[config.mk]
export PLATFORM = sky130hd
export DESIGN_NAME = uhrc_top
export DESIGN_NICKNAME = d
export VERILOG_FILES = /design/src/include/uhrc_pkg.sv /design/src/hw/uhrc_frame.sv /design/src/hw/uhrc_ratio.sv /design/src/hw/uhrc_top.sv
export VERILOG_INCLUDE_DIRS = /design/src /design/src/include
export SDC_FILE = /design/constraint.sdc
export NUM_CORES = 1
export LEC_CHECK = 0
export ABC_AREA = 0
export BUFFER_PORTS_ARGS = -buffer_cell sky130_fd_sc_hd__buf_2
export CAP_MARGIN = 20
export CORE_MARGIN = 2
export CORE_UTILIZATION = 43
export CTS_CLUSTER_SIZE = 24
export DETAILED_ROUTE_END_ITERATION = 10
export PLACE_DENSITY = 0.86
export SYNTH_ARGS = -nofsm -noshare
export SYNTH_HDL_FRONTEND = slang
export SYNTH_SLANG_ARGS = --single-unit
[constraint.sdc]
create_clock -name clk_in -period 1.7 [get_ports clk_in]
set_input_delay 0.34 -clock clk_in [delete_from_list [all_inputs] [get_ports clk_in]]
set_output_delay 0.34 -clock clk_in [all_outputs]
set_load 0.01 [all_outputs]
[src/include/uhrc_defines.svh]
`ifndef UHRC_DEFINES_SVH
`define UHRC_DEFINES_SVH

// register byte addresses on the system bus
`define UHRC_REV_ADDR        32'hFFF05000
`define UHRC_CTRL_ADDR       32'hFFF05004

// reset values
`define UHRC_REV_RESET       32'h00000010
`define UHRC_CTRL_RESET      32'h00000000

// revision register field
`define UHRC_REV_LSB         0
`define UHRC_REV_MSB         7

// control register field positions
`define UHRC_CBR_LSB         0
`define UHRC_CBR_MSB         1
`define UHRC_PLE_BIT         2
`define UHRC_ISE_BIT         3
`define UHRC_CLE_BIT         4
`define UHRC_BLE_BIT         5
`define UHRC_FS_LSB          6
`define UHRC_FS_MSB          7
`define UHRC_IR_BIT          8
`define UHRC_RWC_BIT         9
`define UHRC_REMOTE_WAKE_CONNECTED_EN_BIT        10

// ahb encodings
`define UHRC_HRESP_OKAY      2'h0
`define UHRC_HSIZE_BYTE      3'h0
`define UHRC_HSIZE_HALF      3'h1

`endif

[src/include/uhrc_pkg.sv]
package uhrc_pkg;

	// controller functional state, declaration order gives the 2-bit field code
	typedef enum logic [1:0] {
		UHRC_FS_RESET,
		UHRC_FS_RESUME,
		UHRC_FS_OPER,
		UHRC_FS_SUSPEND
	} uhrc_fstate_t;

	// which asynchronous list is being served
	typedef enum logic {
		UHRC_SRV_CTL,
		UHRC_SRV_BLK
	} uhrc_srv_t;

endpackage

[src/hw/uhrc_frame.sv]
`timescale 1ns/1ps
`default_nettype none

module uhrc_frame
	import uhrc_pkg::*;
(
	input  wire logic clk_in,
	input  wire logic rst_n_in,
	input  wire logic ce_in,
	input  wire logic frame_start_in,
	input  wire logic oper_in,
	input  wire logic periodic_on_in,
	input  wire logic iso_on_in,
	input  wire logic iso_ed_in,
	input  wire logic int_ed_in,
	output logic      periodic_go_out,
	output logic      ed_serve_out,
	output logic      ed_skip_out
);

	logic periodic_go_r;
	logic ed_serve_r;
	logic ed_skip_r;
	logic any_ed;
	logic serve_nxt;

	// iso is checked live when the descriptor is met, periodic only at frame start
	assign any_ed    = iso_ed_in | int_ed_in;
	assign serve_nxt = periodic_go_r & (int_ed_in | (iso_ed_in & iso_on_in)); // [RL9] [RL10]

	// sample once per frame so a mid-frame toggle cannot cut a periodic phase in half
	always_ff @(posedge clk_in or negedge rst_n_in) begin
		if (!rst_n_in) begin
			periodic_go_r <= 1'b0;
			ed_serve_r    <= 1'b0;
			ed_skip_r     <= 1'b0;
		end else if (ce_in) begin
			if (frame_start_in) begin
				periodic_go_r <= periodic_on_in & oper_in; // [RL11] [RL10]
			end
			ed_serve_r <= serve_nxt;
			ed_skip_r  <= any_ed & ~serve_nxt; // [RL9]
		end
	end

	assign periodic_go_out = periodic_go_r;
	assign ed_serve_out    = ed_serve_r;
	assign ed_skip_out     = ed_skip_r;

endmodule

`default_nettype wire

[src/hw/uhrc_ratio.sv]
`timescale 1ns/1ps
`default_nettype none

module uhrc_ratio
	import uhrc_pkg::*;
(
	input  wire logic       clk_in,
	input  wire logic       rst_n_in,
	input  wire logic       ce_in,
	input  wire logic       oper_in,
	input  wire logic       ctl_on_in,
	input  wire logic       blk_on_in,
	input  wire logic       ctl_ready_in,
	input  wire logic       blk_ready_in,
	input  wire logic       ed_done_in,
	input  wire logic [1:0] ratio_in,
	output logic            serve_ctl_out,
	output logic            serve_blk_out
);

	uhrc_srv_t  srv_r;
	uhrc_srv_t  srv_nxt;
	logic [1:0] cnt_r;
	logic [1:0] cnt_nxt;
	logic       ctl_ok;
	logic       blk_ok;
	logic       serve_ctl_r;
	logic       serve_blk_r;

	// a list takes part only when enabled and holding work
	assign ctl_ok = oper_in & ctl_on_in & ctl_ready_in; // [RL8]
	assign blk_ok = oper_in & blk_on_in & blk_ready_in; // [RL7]

	// n control eds per bulk ed, field holds n-1; an idle list never blocks the other
	always_comb begin
		srv_nxt = srv_r;
		cnt_nxt = cnt_r;
		case (srv_r)
			UHRC_SRV_CTL: begin
				if (!ctl_ok && blk_ok) begin
					srv_nxt = UHRC_SRV_BLK;
					cnt_nxt = 2'h0;
				end else if (ed_done_in) begin
					if (cnt_r >= ratio_in && blk_ok) begin // [RL12]
						srv_nxt = UHRC_SRV_BLK;
						cnt_nxt = 2'h0;
					end else if (cnt_r < ratio_in) begin
						cnt_nxt = cnt_r + 2'h1;
					end
				end
			end
			UHRC_SRV_BLK: begin
				if ((ed_done_in || !blk_ok) && ctl_ok) begin
					srv_nxt = UHRC_SRV_CTL;
					cnt_nxt = 2'h0;
				end
			end
			default: begin
				srv_nxt = UHRC_SRV_CTL;
				cnt_nxt = 2'h0;
			end
		endcase
	end

	always_ff @(posedge clk_in or negedge rst_n_in) begin
		if (!rst_n_in) begin
			srv_r       <= UHRC_SRV_CTL;
			cnt_r       <= 2'h0;
			serve_ctl_r <= 1'b0;
			serve_blk_r <= 1'b0;
		end else if (ce_in) begin
			srv_r       <= srv_nxt;
			cnt_r       <= cnt_nxt;
			serve_ctl_r <= (srv_nxt == UHRC_SRV_CTL) & ctl_ok; // [RL8]
			serve_blk_r <= (srv_nxt == UHRC_SRV_BLK) & blk_ok; // [RL7]
		end
	end

	assign serve_ctl_out = serve_ctl_r;
	assign serve_blk_out = serve_blk_r;

endmodule

`default_nettype wire

[src/hw/uhrc_top.sv]
// Behaviour
// RL1: the revision register reads hex 10 in its low byte, meaning interface revision 1.0.
// RL2: the remote wakeup connected enable bit 10 is stored but drives nothing.
// RL3: the remote wakeup support bit 9 always reads zero.
// RL4: control bit 8 sends interrupts to the normal output when clear and to the system management output when set.
// RL5: control bits 7:6 pick reset, resume, operational or suspend as 00, 01, 10, 11.
// RL6: in suspend, detected downstream resume signalling moves the state field to resume by itself.
// RL7: bulk list work is done only while control bit 5 is set.
// RL8: control list work is done only while control bit 4 is set.
// RL9: an isochronous descriptor met in the periodic list is skipped while bit 3 is clear; interrupt ones still run.
// RL10: periodic list work is done only while control bit 2 is set.
// RL11: the periodic enable is sampled at each frame start before any periodic transfer.
// RL12: bits 1:0 give control endpoints served per bulk endpoint, coded as count minus one.
// RL13: reserved bits of both registers read zero and ignore writes.
`timescale 1ns/1ps
`default_nettype none
`include "uhrc_defines.svh"

module uhrc_top
	import uhrc_pkg::*;
(
	input  wire logic        clk_in,
	input  wire logic        rst_n_in,
	input  wire logic        ce_in,
	// ahb slave
	input  wire logic        hsel_in,
	input  wire logic [31:0] haddr_in,
	input  wire logic [1:0]  htrans_in,
	input  wire logic        hwrite_in,
	input  wire logic [2:0]  hsize_in,
	input  wire logic [31:0] hwdata_in,
	input  wire logic        hready_in,
	output logic      [31:0] hrdata_out,
	output logic             hready_out,
	output logic      [1:0]  hresp_out,
	// controller side
	input  wire logic        irq_event_in,
	input  wire logic        resume_detect_in,
	input  wire logic        frame_start_in,
	input  wire logic        iso_ed_in,
	input  wire logic        int_ed_in,
	input  wire logic        ctl_ready_in,
	input  wire logic        blk_ready_in,
	input  wire logic        ed_done_in,
	output logic             normal_irq_out,
	output logic             smi_irq_out,
	output logic      [1:0]  functional_state_out,
	output logic             bulk_list_on_out,
	output logic             control_list_on_out,
	output logic             periodic_go_out,
	output logic             ed_serve_out,
	output logic             ed_skip_out,
	output logic             serve_ctl_out,
	output logic             serve_blk_out
);

	// reset release synchroniser
	logic rst_meta_r;
	logic rst_sync_r;
	logic rst_n;

	// ahb data phase state
	logic       dp_valid_r;
	logic       dp_write_r;
	logic       dp_ctrl_r;
	logic [3:0] dp_lanes_r;

	// control register fields
	logic         remote_wake_connected_en_r;
	logic         ir_r;
	uhrc_fstate_t fs_r;
	logic         ble_r;
	logic         cle_r;
	logic         ise_r;
	logic         ple_r;
	logic [1:0]   cbr_r;

	// next values
	logic         remote_wake_connected_en_nxt;
	logic         ir_nxt;
	uhrc_fstate_t fs_nxt;
	uhrc_fstate_t fs_sw;
	logic         ble_nxt;
	logic         cle_nxt;
	logic         ise_nxt;
	logic         ple_nxt;
	logic [1:0]   cbr_nxt;

	// output registers
	logic [31:0] hrdata_r;
	logic [31:0] hrdata_nxt;
	logic        hready_r;
	logic [1:0]  hresp_r;
	logic        normal_irq_r;
	logic        smi_irq_r;
	logic [1:0]  fs_out_r;
	logic        ble_out_r;
	logic        cle_out_r;

	// decode
	logic        ap_valid;
	logic        ap_read;
	logic        ap_rev;
	logic        ap_ctrl;
	logic [3:0]  ap_lanes;
	logic        wr_ctrl;
	logic [7:0]  wr_byte0;
	logic [7:0]  wr_byte1;
	logic [31:0] ctrl_view;
	logic [31:0] ctrl_nxt_view;
	logic [31:0] rev_view;
	logic        oper;

	// hold the release for two edges so all flops leave reset on the same edge
	// ce_in is left out here so a frozen block still comes out of reset cleanly
	always_ff @(posedge clk_in or negedge rst_n_in) begin
		if (!rst_n_in) begin
			rst_meta_r <= 1'b0;
			rst_sync_r <= 1'b0;
		end else begin
			rst_meta_r <= 1'b1;
			rst_sync_r <= rst_meta_r;
		end
	end

	assign rst_n = rst_sync_r;

	// address phase decode; full address compare, anything else reads zero
	assign ap_valid = hsel_in & hready_in & htrans_in[1];
	assign ap_read  = ap_valid & ~hwrite_in;
	// whole-word compare at full width, so the low address bits only pick byte lanes
	assign ap_rev   = ({haddr_in[31:2], 2'h0} == `UHRC_REV_ADDR);
	assign ap_ctrl  = ({haddr_in[31:2], 2'h0} == `UHRC_CTRL_ADDR);

	// byte lanes from size and low address bits
	assign ap_lanes = (hsize_in == `UHRC_HSIZE_BYTE) ? (4'h1 << haddr_in[1:0]) :
	                  (hsize_in == `UHRC_HSIZE_HALF) ? (haddr_in[1] ? 4'hC : 4'h3) :
	                  4'hF;

	// capture the address phase for the following data phase
	// hready_in low stretches the previous data phase, so the capture waits for it
	always_ff @(posedge clk_in or negedge rst_n) begin
		if (!rst_n) begin
			dp_valid_r <= 1'b0;
			dp_write_r <= 1'b0;
			dp_ctrl_r  <= 1'b0;
			dp_lanes_r <= 4'h0;
		end else if (ce_in && hready_in) begin
			dp_valid_r <= ap_valid;
			dp_write_r <= hwrite_in;
			dp_ctrl_r  <= ap_ctrl;
			dp_lanes_r <= ap_lanes;
		end
	end

	// write data arrives in the data phase; unselected lanes keep their value
	assign wr_ctrl  = dp_valid_r & dp_write_r & dp_ctrl_r;
	assign wr_byte0 = dp_lanes_r[0] ? hwdata_in[7:0] : ctrl_view[7:0];
	assign wr_byte1 = dp_lanes_r[1] ? hwdata_in[15:8] : ctrl_view[15:8];

	// stored fields; upper bytes have nothing to hold
	assign remote_wake_connected_en_nxt = wr_ctrl ? wr_byte1[`UHRC_REMOTE_WAKE_CONNECTED_EN_BIT - 8] : remote_wake_connected_en_r; // [RL2] [RL13]
	assign ir_nxt   = wr_ctrl ? wr_byte1[`UHRC_IR_BIT - 8] : ir_r;
	assign fs_sw    = wr_ctrl ? uhrc_fstate_t'(wr_byte0[`UHRC_FS_MSB:`UHRC_FS_LSB]) : fs_r; // [RL5]
	assign ble_nxt  = wr_ctrl ? wr_byte0[`UHRC_BLE_BIT] : ble_r;
	assign cle_nxt  = wr_ctrl ? wr_byte0[`UHRC_CLE_BIT] : cle_r;
	assign ise_nxt  = wr_ctrl ? wr_byte0[`UHRC_ISE_BIT] : ise_r;
	assign ple_nxt  = wr_ctrl ? wr_byte0[`UHRC_PLE_BIT] : ple_r;
	assign cbr_nxt  = wr_ctrl ? wr_byte0[`UHRC_CBR_MSB:`UHRC_CBR_LSB] : cbr_r;

	// hardware resume beats a same-cycle software write so the wakeup is not lost
	always_comb begin
		fs_nxt = fs_sw;
		case (fs_r)
			UHRC_FS_SUSPEND: begin
				if (resume_detect_in) begin
					fs_nxt = UHRC_FS_RESUME; // [RL6]
				end
			end
			UHRC_FS_RESET,
			UHRC_FS_RESUME,
			UHRC_FS_OPER: begin
				fs_nxt = fs_sw;
			end
			default: begin
				fs_nxt = UHRC_FS_RESET;
			end
		endcase
	end

	always_ff @(posedge clk_in or negedge rst_n) begin
		if (!rst_n) begin
			remote_wake_connected_en_r <= 1'b0;
			ir_r   <= 1'b0;
			fs_r   <= UHRC_FS_RESET;
			ble_r  <= 1'b0;
			cle_r  <= 1'b0;
			ise_r  <= 1'b0;
			ple_r  <= 1'b0;
			cbr_r  <= 2'h0;
		end else if (ce_in) begin
			remote_wake_connected_en_r <= remote_wake_connected_en_nxt;
			ir_r   <= ir_nxt;
			fs_r   <= fs_nxt;
			ble_r  <= ble_nxt;
			cle_r  <= cle_nxt;
			ise_r  <= ise_nxt;
			ple_r  <= ple_nxt;
			cbr_r  <= cbr_nxt;
		end
	end

	// register views; reserved bits and the wakeup support bit are tied low
	assign ctrl_view = {21'h0, remote_wake_connected_en_r, 1'b0, ir_r, fs_r, ble_r, cle_r, ise_r, ple_r, cbr_r}; // [RL3] [RL13]
	assign rev_view  = `UHRC_REV_RESET; // [RL1] [RL13]

	// next-value view lets a read straight after a control write return the new value
	assign ctrl_nxt_view = {21'h0, remote_wake_connected_en_nxt, 1'b0, ir_nxt, fs_nxt, ble_nxt, cle_nxt,
	                        ise_nxt, ple_nxt, cbr_nxt}; // [RL3] [RL13]

	// read data is sampled at the address phase so it stands through the data phase;
	// a read right after a control write sees the newly written value
	assign hrdata_nxt = !ap_read ? 32'h0 :
	                    ap_rev   ? rev_view :
	                    ap_ctrl  ? ctrl_nxt_view :
	                    32'h0;

	// zero wait states, always okay; unmapped words read zero and drop writes
	always_ff @(posedge clk_in or negedge rst_n) begin
		if (!rst_n) begin
			hrdata_r <= 32'h0;
			hready_r <= 1'b1;
			hresp_r  <= `UHRC_HRESP_OKAY;
		end else if (ce_in && hready_in) begin
			hrdata_r <= hrdata_nxt;
			hready_r <= 1'b1;
			hresp_r  <= `UHRC_HRESP_OKAY;
		end
	end

	assign oper = (fs_r == UHRC_FS_OPER);

	// interrupt steering and exported control; one flop of latency on each
	// routing reads the stored bit, so a bit 8 write moves only later requests
	always_ff @(posedge clk_in or negedge rst_n) begin
		if (!rst_n) begin
			normal_irq_r <= 1'b0;
			smi_irq_r    <= 1'b0;
			fs_out_r     <= 2'h0;
			ble_out_r    <= 1'b0;
			cle_out_r    <= 1'b0;
		end else if (ce_in) begin
			normal_irq_r <= irq_event_in & ~ir_r; // [RL4]
			smi_irq_r    <= irq_event_in & ir_r;  // [RL4]
			fs_out_r     <= fs_r;                 // [RL5]
			ble_out_r    <= ble_r & oper;         // [RL7]
			cle_out_r    <= cle_r & oper;         // [RL8]
		end
	end

	// periodic phase gating per frame
	// list processor strobes share this clock, so they need no synchroniser
	uhrc_frame u_frame (
		.clk_in          (clk_in),
		.rst_n_in        (rst_n),
		.ce_in           (ce_in),
		.frame_start_in  (frame_start_in),
		.oper_in         (oper),
		.periodic_on_in  (ple_r),
		.iso_on_in       (ise_r),
		.iso_ed_in       (iso_ed_in),
		.int_ed_in       (int_ed_in),
		.periodic_go_out (periodic_go_out),
		.ed_serve_out    (ed_serve_out),
		.ed_skip_out     (ed_skip_out)
	);

	// control versus bulk service ratio
	uhrc_ratio u_ratio (
		.clk_in        (clk_in),
		.rst_n_in      (rst_n),
		.ce_in         (ce_in),
		.oper_in       (oper),
		.ctl_on_in     (cle_r),
		.blk_on_in     (ble_r),
		.ctl_ready_in  (ctl_ready_in),
		.blk_ready_in  (blk_ready_in),
		.ed_done_in    (ed_done_in),
		.ratio_in      (cbr_r),
		.serve_ctl_out (serve_ctl_out),
		.serve_blk_out (serve_blk_out)
	);

	assign hrdata_out           = hrdata_r;
	assign hready_out           = hready_r;
	assign hresp_out            = hresp_r;
	assign normal_irq_out       = normal_irq_r;
	assign smi_irq_out          = smi_irq_r;
	assign functional_state_out = fs_out_r;
	assign bulk_list_on_out     = ble_out_r;
	assign control_list_on_out  = cle_out_r;

endmodule

`default_nettype wire

==> results of run 1 <==
-- sequential cells by signal (all words and copies together), names as in the netlist, 2 cells and up --
signal	cells
fs_r	2
cbr_r	2
u_ratio.cnt_r	2
hrdata_out	10
dp_lanes_r	2
functional_state_out	2
-- through the flow --
step / setup slack [ns] / utilization / cell area (um^2) / setup TNS [ns] / total power (uW)
4_1_cts: -0.0851 / 0.574 / 2750 / -0.0851 / 2070
2_1_floorplan: 0.0489 / - / 2250 / 0 / 1310
6_report: -0.0244 / 0.581 / 2780 / -0.0244 / 2050
3_5_place_dp: -0.180 / 0.546 / 2610 / -1.69 / 1420
3_3_place_gp: -0.144 / 0.546 / 2610 / -1.32 / 1410
5_1_grt: -0.0592 / 0.581 / 2780 / -0.0994 / 2160
-- power by group --
part / leakage (uW) / total (uW) / internal (uW) / switching, uW
logic: 0.000839 / 325 / 154 / 171
registers: 0.000530 / 1090 / 1030 / 53.7
clock network: 0.0000374 / 634 / 289 / 345
total: 0.00141 / 2050 / 1480 / 569
-- layout by cell type, fill, tap and decap left out, types with 2 or more instances in the layout --
master / count
nand2_1: 30
o21ai_1: 12
inv_2: 2
ha_4: 2
nand3_1: 9
mux2_2: 10
nor3_1: 2
dfrtp_1: 41
nand2b_1: 2
nand3b_1: 2
mux2i_1: 6
buf_2: 80
conb_1: 26
buf_4: 11
nor2_1: 13
clkbuf_8: 5
nor4_1: 2
inv_1: 7
o21ai_0: 7
a21oi_1: 7
nand4_1: 5
a22o_1: 2
a31oi_1: 2
a21o_1: 2
clkinvlp_4: 2
-- area by class of cell --
| class | instances | area [um^2] |
|---|---|---|
| clock buffers | 6 | 72.6 |
| clock inverters | 2 | 15.0 |
| fillers | 446 | 2000 |
| inverters | 9 | 33.8 |
| multi-input cells | 164 | 1040 |
| flip-flops and latches | 41 | 1030 |
| well taps | 67 | 83.8 |
| repair buffers | 93 | 513 |
-- layer usage --
metal	up-vias	wire length [um]
met2	65	2370
met4	0	101
met1	892	2160
met3	8	292
li1	906	-
met5	-	0
-- what timing repair did --
item,in CTS,in global routing
cloned,0,0
setup endpoints to repair,2,3
hold buffers,1,0
pin swaps,5,2
gates resized for setup,6,5
hold endpoints to repair,2,0
setup buffers,2,1
-- how the worst max path moves through the flow --
stage	end	slack [ns]	startpoint	depth (start not counted)
6_report	u_ratio.cnt_r[0]	-0.02	cbr_r[1]	7
5_1_grt	u_ratio.cnt_r[0]	-0.06	cbr_r[1]	7
4_1_cts	u_ratio.cnt_r[0]	-0.09	u_ratio.cnt_r[1]	6
3_5_place_dp	hrdata_out[2]	-0.18	haddr_in[16]	6
3_3_place_gp	hrdata_out[10]	-0.14	haddr_in[16]	6
2_1_floorplan	hrdata_out[6]	0.05	haddr_in[16]	5
-- logic make-up (layout without fill, tap and decap cells) --
logic type      count (synthesis)  after routing  share of synthesized area
other cells                     2             26                    0.00348
fa+ha+maj                       2              2                     0.0116
flops                          41             41                      0.475
mux                            17             17                     0.0852
simple gates                   76             76                      0.188
buf+inv                        39            110                      0.111
compound gates                 43             43                      0.125
==> results.yml, run 1 <==
synthesis:
  synthTopCellsByArea: "dfrtp_1 (48%), buf_4 (8.7%), mux2_2 (5.2%), nand2_1 (5.2%), mux2i_1 (2.8%)"
  syn_area_mm2: 0.00216
  synthFlopType: "dfrtp_1"
  synth_top_cell_by_area: "dfrtp_1"
  avgSynthCellArea_um2: 9.81
  synth_top_cell_area_share: 0.475
  synth_edf_count: 0
  synth_seq_cells: 41
  async_flop_share: 1.00
  yosysMostFrequentCell: "dfrtp_1"
  synth-seq-area-share: 0.475
  yosysWarnings: 0
  synth_common_cells: "dfrtp_1 (41), nand2_1 (30), buf_4 (25), nor2_1 (13), o21ai_1 (12)"
  yosysUniqueCellTypes: 43
  syn-instance-count: 220
placed_design:
  numPlacedInstances: 371
  dp_hpwl_mm: 3.86
  numPortBuffers: 80
  place_congestion: 0.914
route:
  drc: 0
  via_per_inst: 4.90
  drt-pass1-iter-count: 4
  antenna_left: 0
  vias: 1871
  wirelength_mm: 4.92
  first_iter_violations: 107
  routedWlPerCell_um: 12.9
setup_path:
  worst_ep_required_time_ns: 1.89
  r2r_end: "u_ratio.cnt_r[0]"
  reg2reg_slack_ns: -0.02
  critPathMaxStageDelay_ns: 0.39
  crit_path_end_kind: "register"
  critPathTopFamily: "simple AND/OR/NAND/NOR gates"
  arrival_ns: 1.91
  start_kind: "register"
  critical_path_buf_inv_count: 1
  critPathKind: "reg2reg"
  regToRegStartpoint: "cbr_r[1]"
  crit_chain: "inv_2, ha_4, nor2b_4, nor3b_2, a211oi_2, nand3b_1, mux2_4"
  reg2reg_depth: 7
  critPathSlowestCell: "dfrtp_1"
  cp_max_fo: 2
worst_hold_path:
  min_path_type: "reg2async"
final_layout:
  antennaDiodeCount: 0
  final_nets: 399
  drive_above_1_share: 0.397
  layout.cells.non_filler: 382
  synthToLayoutAreaGrowth_pct: 28.9
timing:
  rsz0062_at_grt: "yes"
  hold-worst-slack_ns: 0.199
  max_freq_ghz: 0.580
  slew_violations: 0
  fin_crit_sh: 1.01
  fin_ws_ns: -0.0244
  min_period_ns: 1.72
  finalHoldViolations: 0
  skew_ns: 0.00989
  setup_viol: 1
global_route:
  grt_overflow: 0
  grt_max_degree: 31
  use_met3: 0.0388
  antenna_found_initial: 0
  grt_pass1_vias: 1735
  grtUsageMet1: 0.251
  grt_pass1_wl_mm: 8.00
  busiest_layer: "met2"
  grt_use_met2: 0.307
  grt_usage: 0.190
status:
  violations: "setup timing"
  status: "finished, violations left"
clocking:
  cts_sinks: 41
  cts_buffers: 5
  cts_max_level: 2
  insertion_delay_ns: 0.30
  cts_tree: "done"
  cts_buffer_depth: 2
  cts-root-buf: "clkbuf_8"
  clk_pin_slew_ns: 0.08
floorplanning:
  start_util: 0.451
  io_pins: 129
  row_count: 25
  fp.dieH_um: 74.8
  die_area_mm2: 0.00560
  core-area_mm2: 0.00479
  dieWidth_um: 74.8
run:
  maxCapViolCount: 0
power:
  leakagePower_uw: 0.00141
  cellPowerDensity_mw_per_mm2: 736
  ir_worst_vdd_mv: 0.483
No activity file was read; power rests on OpenSTA's default activity.
==> inputs of run 2 (changes only) <==
--- a/config.mk
+++ b/config.mk
@@ -16,2 +16,3 @@
 export PLACE_DENSITY = 0.86
+export REMOVE_ABC_BUFFERS = 1
 export SYNTH_ARGS = -nofsm -noshare
==> constraint.sdc (replaced) <==
create_clock -name clk_in -period 1.7 [get_ports clk_in]
set_input_delay 0.17 -clock clk_in [delete_from_list [all_inputs] [get_ports clk_in]]
set_output_delay 0.17 -clock clk_in [all_outputs]
set_load 0.01 [all_outputs]
==> results.yml, run 2 (same netlist as run 1, synthesis figures left out) <==
route:
  drc: 0
  drt-pass1-iter-count: 4
  vias: 1867
  wirelength_mm: 4.73
  routedWlPerCell_um: 12.5
  via_per_inst: 4.93
  first_iter_violations: 61
  antenna_left: 0
setup_path:
  critical_path_buf_inv_count: 0
  critPathSlowestCell: "dfrtp_1"
  critPathTopFamily: "simple AND/OR/NAND/NOR gates"
  critPathMaxStageDelay_ns: 0.39
  critPathKind: "reg2reg"
  crit_path_end_kind: "register"
  worst_ep_required_time_ns: 1.88
  crit_chain: "ha_1, nor2b_4, nor3b_2, a211oi_2, nand3b_1, mux2_1"
  start_kind: "register"
  arrival_ns: 1.91
  cp_max_fo: 2
placed_design:
  place_congestion: 0.783
  numPortBuffers: 80
  numPlacedInstances: 371
  dp_hpwl_mm: 3.72
timing:
  setup_viol: 2
  fin_crit_sh: 1.02
  finalHoldViolations: 0
  hold-worst-slack_ns: 0.117
  max_freq_ghz: 0.578
  fin_ws_ns: -0.0292
  slew_violations: 0
  min_period_ns: 1.73
  rsz0062_at_grt: "yes"
  skew_ns: 0.00875
floorplanning:
  dieWidth_um: 74.8
  start_util: 0.451
  core-area_mm2: 0.00479
  io_pins: 129
  row_count: 25
  die_area_mm2: 0.00560
  fp.dieH_um: 74.8
global_route:
  antenna_found_initial: 0
  grt_pass1_vias: 1852
  grt_use_met2: 0.329
  grt_pass1_wl_mm: 8.07
  grtUsageMet1: 0.230
  use_met3: 0.0375
  grt_overflow: 0
  busiest_layer: "met2"
  grt_max_degree: 40
  grt_usage: 0.189
final_layout:
  drive_above_1_share: 0.375
  antennaDiodeCount: 0
  layout.cells.non_filler: 379
  final_nets: 398
  fillers: 453
  multi_input_area_um2: 1000
  synthToLayoutAreaGrowth_pct: 25.6
  final_cell_mix: "buf_2 (80), dfrtp_1 (41), nand2_1 (30)"
  final_common_cell: "buf_2"
  largest_reg_flops: 10
  regArea_mm2: 0.00103
power:
  cellPowerDensity_mw_per_mm2: 729
  ir_worst_vdd_mv: 0.465
  leakagePower_uw: 0.00139
clocking:
  insertion_delay_ns: 0.29
  cts_sinks: 41
  cts_buffer_depth: 2
  cts_buffers: 5
  cts-root-buf: "clkbuf_8"
  cts_tree: "done"
  cts_max_level: 2
  clk_pin_slew_ns: 0.07
status:
  status: "finished, violations left"
  violations: "setup timing"
run:
  maxCapViolCount: 0
worst_hold_path:
  min_path_type: "in2reg"
run 2: changes by cell type in the layout (fill, tap and decap cells not counted), sizes merged:
| cell | change |
|---|---|
| clkinv | +1 |
| buf | -1 |
| clkbuf | -1 |
| clkinvlp | -2 |
run 2: power breakdown:
part           internal (uW)  total (uW)  switching (uW)
Sequential              1030        1080            48.1
Clock                    270         582             312
Combinational            143         311             168
run 2: per-layer routing:
metal  share of wire  vias to the layer above
met1            0.43                      881
met3           0.058                        6
met4           0.011                        0
met2            0.51                       78
met5               0                        -
li1                -                      902
run 2: worst paths after layout:
path | start | to | slack, ns | cells after the start
min in group asynchronous | rst_n_in | rst_meta_r | 0.20 | 2
worst min-delay path | irq_event_in | normal_irq_out | 0.12 | 2
worst max-delay path | u_ratio.cnt_r[1] | u_ratio.cnt_r[0] | -0.03 | 6
worst min register to register | rst_n | u_ratio.srv_r | 0.29 | 1
max in group asynchronous | rst_n | ise_r | 1.06 | 1
worst max register to register | u_ratio.cnt_r[1] | u_ratio.cnt_r[0] | -0.03 | 6
run 2: worst register-to-register path: stages, from the launching register on:
cell and delay, ns:
dfrtp_1 0.39, ha_1 0.31, nor2b_4 0.13, nor3b_2 0.20, a211oi_2 0.06, nand3b_1 0.21, mux2_1 0.32
run 2: repair_timing:
action,CTS,global route
pin swaps,1,2
resized for setup,0,4
setup buffers,1,0
endpoints found under the setup margin,1,3
cloned,0,0
hold buffers,1,0
hold endpoints to repair,2,0
run 2: through the flow:
step                setup slack, ns  TNS, ns  utilization  area (um^2)  power, uW
finish                      -0.0292  -0.0496        0.566         2710       1980
global route                 -0.121   -0.280        0.566         2710       2080
CTS                         -0.0110  -0.0122        0.563         2690       2000
detailed placement          -0.0366   -0.116        0.544         2600       1410
global placement            -0.0286  -0.0286        0.544         2600       1400
floorplan                    0.0545        0            -         2040       1260
run 2: area by class of cell:
cell class	instances	area share
flip-flops and latches	41	0.379
clock inverters	1	0.00185
repair buffers	92	0.182
multi-input cells	164	0.369
clock buffers	5	0.0254
inverters	9	0.0125
well taps	67	0.0309
==> inputs of run 3 (changes only) <==
- CORE_ASPECT_RATIO: unset -> 0.6
- PLACE_DENSITY: 0.86 -> 0.85
==> results.yml, run 3 (same netlist as run 1, synthesis figures left out) <==
timing:
  hold-worst-slack_ns: 0.126
  min_period_ns: 1.71
  fin_crit_sh: 1.01
  finalHoldViolations: 0
  slew_violations: 0
  max_freq_ghz: 0.584
  rsz0062_at_grt: "yes"
  setup_viol: 1
  skew_ns: 0.00693
  fin_ws_ns: -0.0110
setup_path:
  start_kind: "register"
  arrival_ns: 1.88
  worst_ep_required_time_ns: 1.87
  critPathLaunch: "u_ratio.cnt_r[1]"
  reg2reg_depth: 6
  r2r_end: "u_ratio.cnt_r[0]"
  crit_path_end_kind: "register"
  reg2reg_slack_ns: -0.01
  regToRegStartpoint: "u_ratio.cnt_r[1]"
  critPathKind: "reg2reg"
  cp_max_fo: 2
placed_design:
  numPortBuffers: 80
  place_congestion: 0.845
  dp_hpwl_mm: 3.90
  dpl_cell_area_mm2: 0.00258
power:
  cellPowerDensity_mw_per_mm2: 736
  p_clk_frac: 0.301
  leakagePower_uw: 0.00140
  power.switching_uw: 543
  power_frac_seq: 0.541
  p_int_uw: 1460
  sw_frac_of_total: 0.271
  power_uw: 2010
  comb_power_share: 0.158
  ir_worst_vdd_mv: 0.440
global_route:
  grt_overflow: 0
  grt_usage: 0.180
  antenna_found_initial: 0
  grt_pass1_vias: 1729
  grt_max_degree: 40
  grt_pass1_wl_mm: 7.77
clocking:
  clk_pin_slew_ns: 0.07
  cts_buffers: 5
  cts_buffer_depth: 2
  insertion_delay_ns: 0.29
  cts_max_level: 2
  cts-root-buf: "clkbuf_8"
  cts_sinks: 41
  cts_tree: "done"
final_layout:
  final_cell_mix: "buf_2 (80), dfrtp_1 (41), nand2_1 (30)"
  drive_above_1_share: 0.387
  fillers: 429
  final_nets: 397
  largest_reg_flops: 10
  finish.utilization: 0.579
  final_common_cell: "buf_2"
  design_area_mm2: 0.00273
  antennaDiodeCount: 0
  synthToLayoutAreaGrowth_pct: 26.3
floorplanning:
  core-area_mm2: 0.00471
  row_count: 19
  die_area_mm2: 0.00562
  io_pins: 129
  fp.dieH_um: 58.9
  dieWidth_um: 95.5
  start_util: 0.459
route:
  antenna_left: 0
  routedWlPerCell_um: 13.0
  vias: 1846
  first_iter_violations: 50
  drc: 0
  wirelength_mm: 4.89
  drt-pass1-iter-count: 4
  via_per_inst: 4.91
worst_hold_path:
  min_path_type: "in2reg"
  worstHoldStart: "hwdata_in[0]"
  min_to: "cbr_r[0]"
  holdPathStages: 2
status:
  status: "finished, violations left"
  violations: "setup timing"
run:
  maxCapViolCount: 0
[run 3: cell count changes in the layout (fill, tap and decap cells not counted), sizes merged]
cell | before | now
buf | 91 | 90
clkbuf | 5 | 6
clkinv | 1 | 2
[run 3: worst max-delay path by stage]
stage / endpoint / slack [ns] / depth (start not counted)
2_1_floorplan: u_ratio.cnt_r[0] / 0.05 / 6
4_1_cts: u_ratio.cnt_r[0] / -0.06 / 7
3_5_place_dp: u_ratio.cnt_r[0] / -0.09 / 7
5_1_grt: u_ratio.cnt_r[0] / -0.08 / 7
6_report: u_ratio.cnt_r[0] / -0.01 / 6
3_3_place_gp: hrdata_out[6] / 0.0009 / 6
[run 3: what timing repair did]
item / in CTS / in global routing
setup endpoints to repair: 1 / 3
hold buffers: 1 / 0
endpoints found under the hold margin: 2 / 0
pin swaps: 1 / 3
buffers inserted: 1 / 1
gates cloned: 0 / 0
gates resized for setup: 1 / 7
[run 3: critical path, cell delays in order, from the launching register on]
cell and delay, ns:
dfrtp_1 0.42, ha_4 0.28, nor2b_4 0.13, nor3b_2 0.05
a211oi_2 0.22, nand3b_1 0.18, mux2_4 0.31
[run 3: area by class of cell]
cell class | instances | area, um^2 | share of cell area
sequential | 41 | 1030 | 0.376
timing repair buffer | 91 | 485 | 0.178
clock buffer | 6 | 72.6 | 0.0266
inverter | 9 | 33.8 | 0.0124
clock inverter | 2 | 10.0 | 0.00367
tap | 63 | 78.8 | 0.0289
multi-input combinational | 164 | 1020 | 0.374
[run 3: stage by stage]
step | setup TNS [ns] | setup WS [ns] | instances
after floorplan | 0 | 0.0545 | 214
after global placement | 0 | 0.000918 | 365
after detailed placement | -0.159 | -0.0868 | 365
after CTS | -0.0600 | -0.0600 | 375
after global routing | -0.0832 | -0.0756 | 376
final | -0.0110 | -0.0110 | 376
[run 3: power by group through the flow]
stage | combinational [uW] | sequential (uW) | clock, uW
finish | 317 | 1090 | 605
global route | 353 | 1090 | 660
CTS | 319 | 1080 | 616
detailed placement | 311 | 1100 | 0
global placement | 301 | 1100 | 0
floorplan | 140 | 1120 | 0
[run 3: per-layer routing]
layer,part of all wire,up-vias,global-route usage
li1,-,898,-
met1,0.48,886,0.251
met2,0.46,57,0.297
met3,0.061,5,0.0397
met4,0.0055,0,0.0347
met5,0,-,0
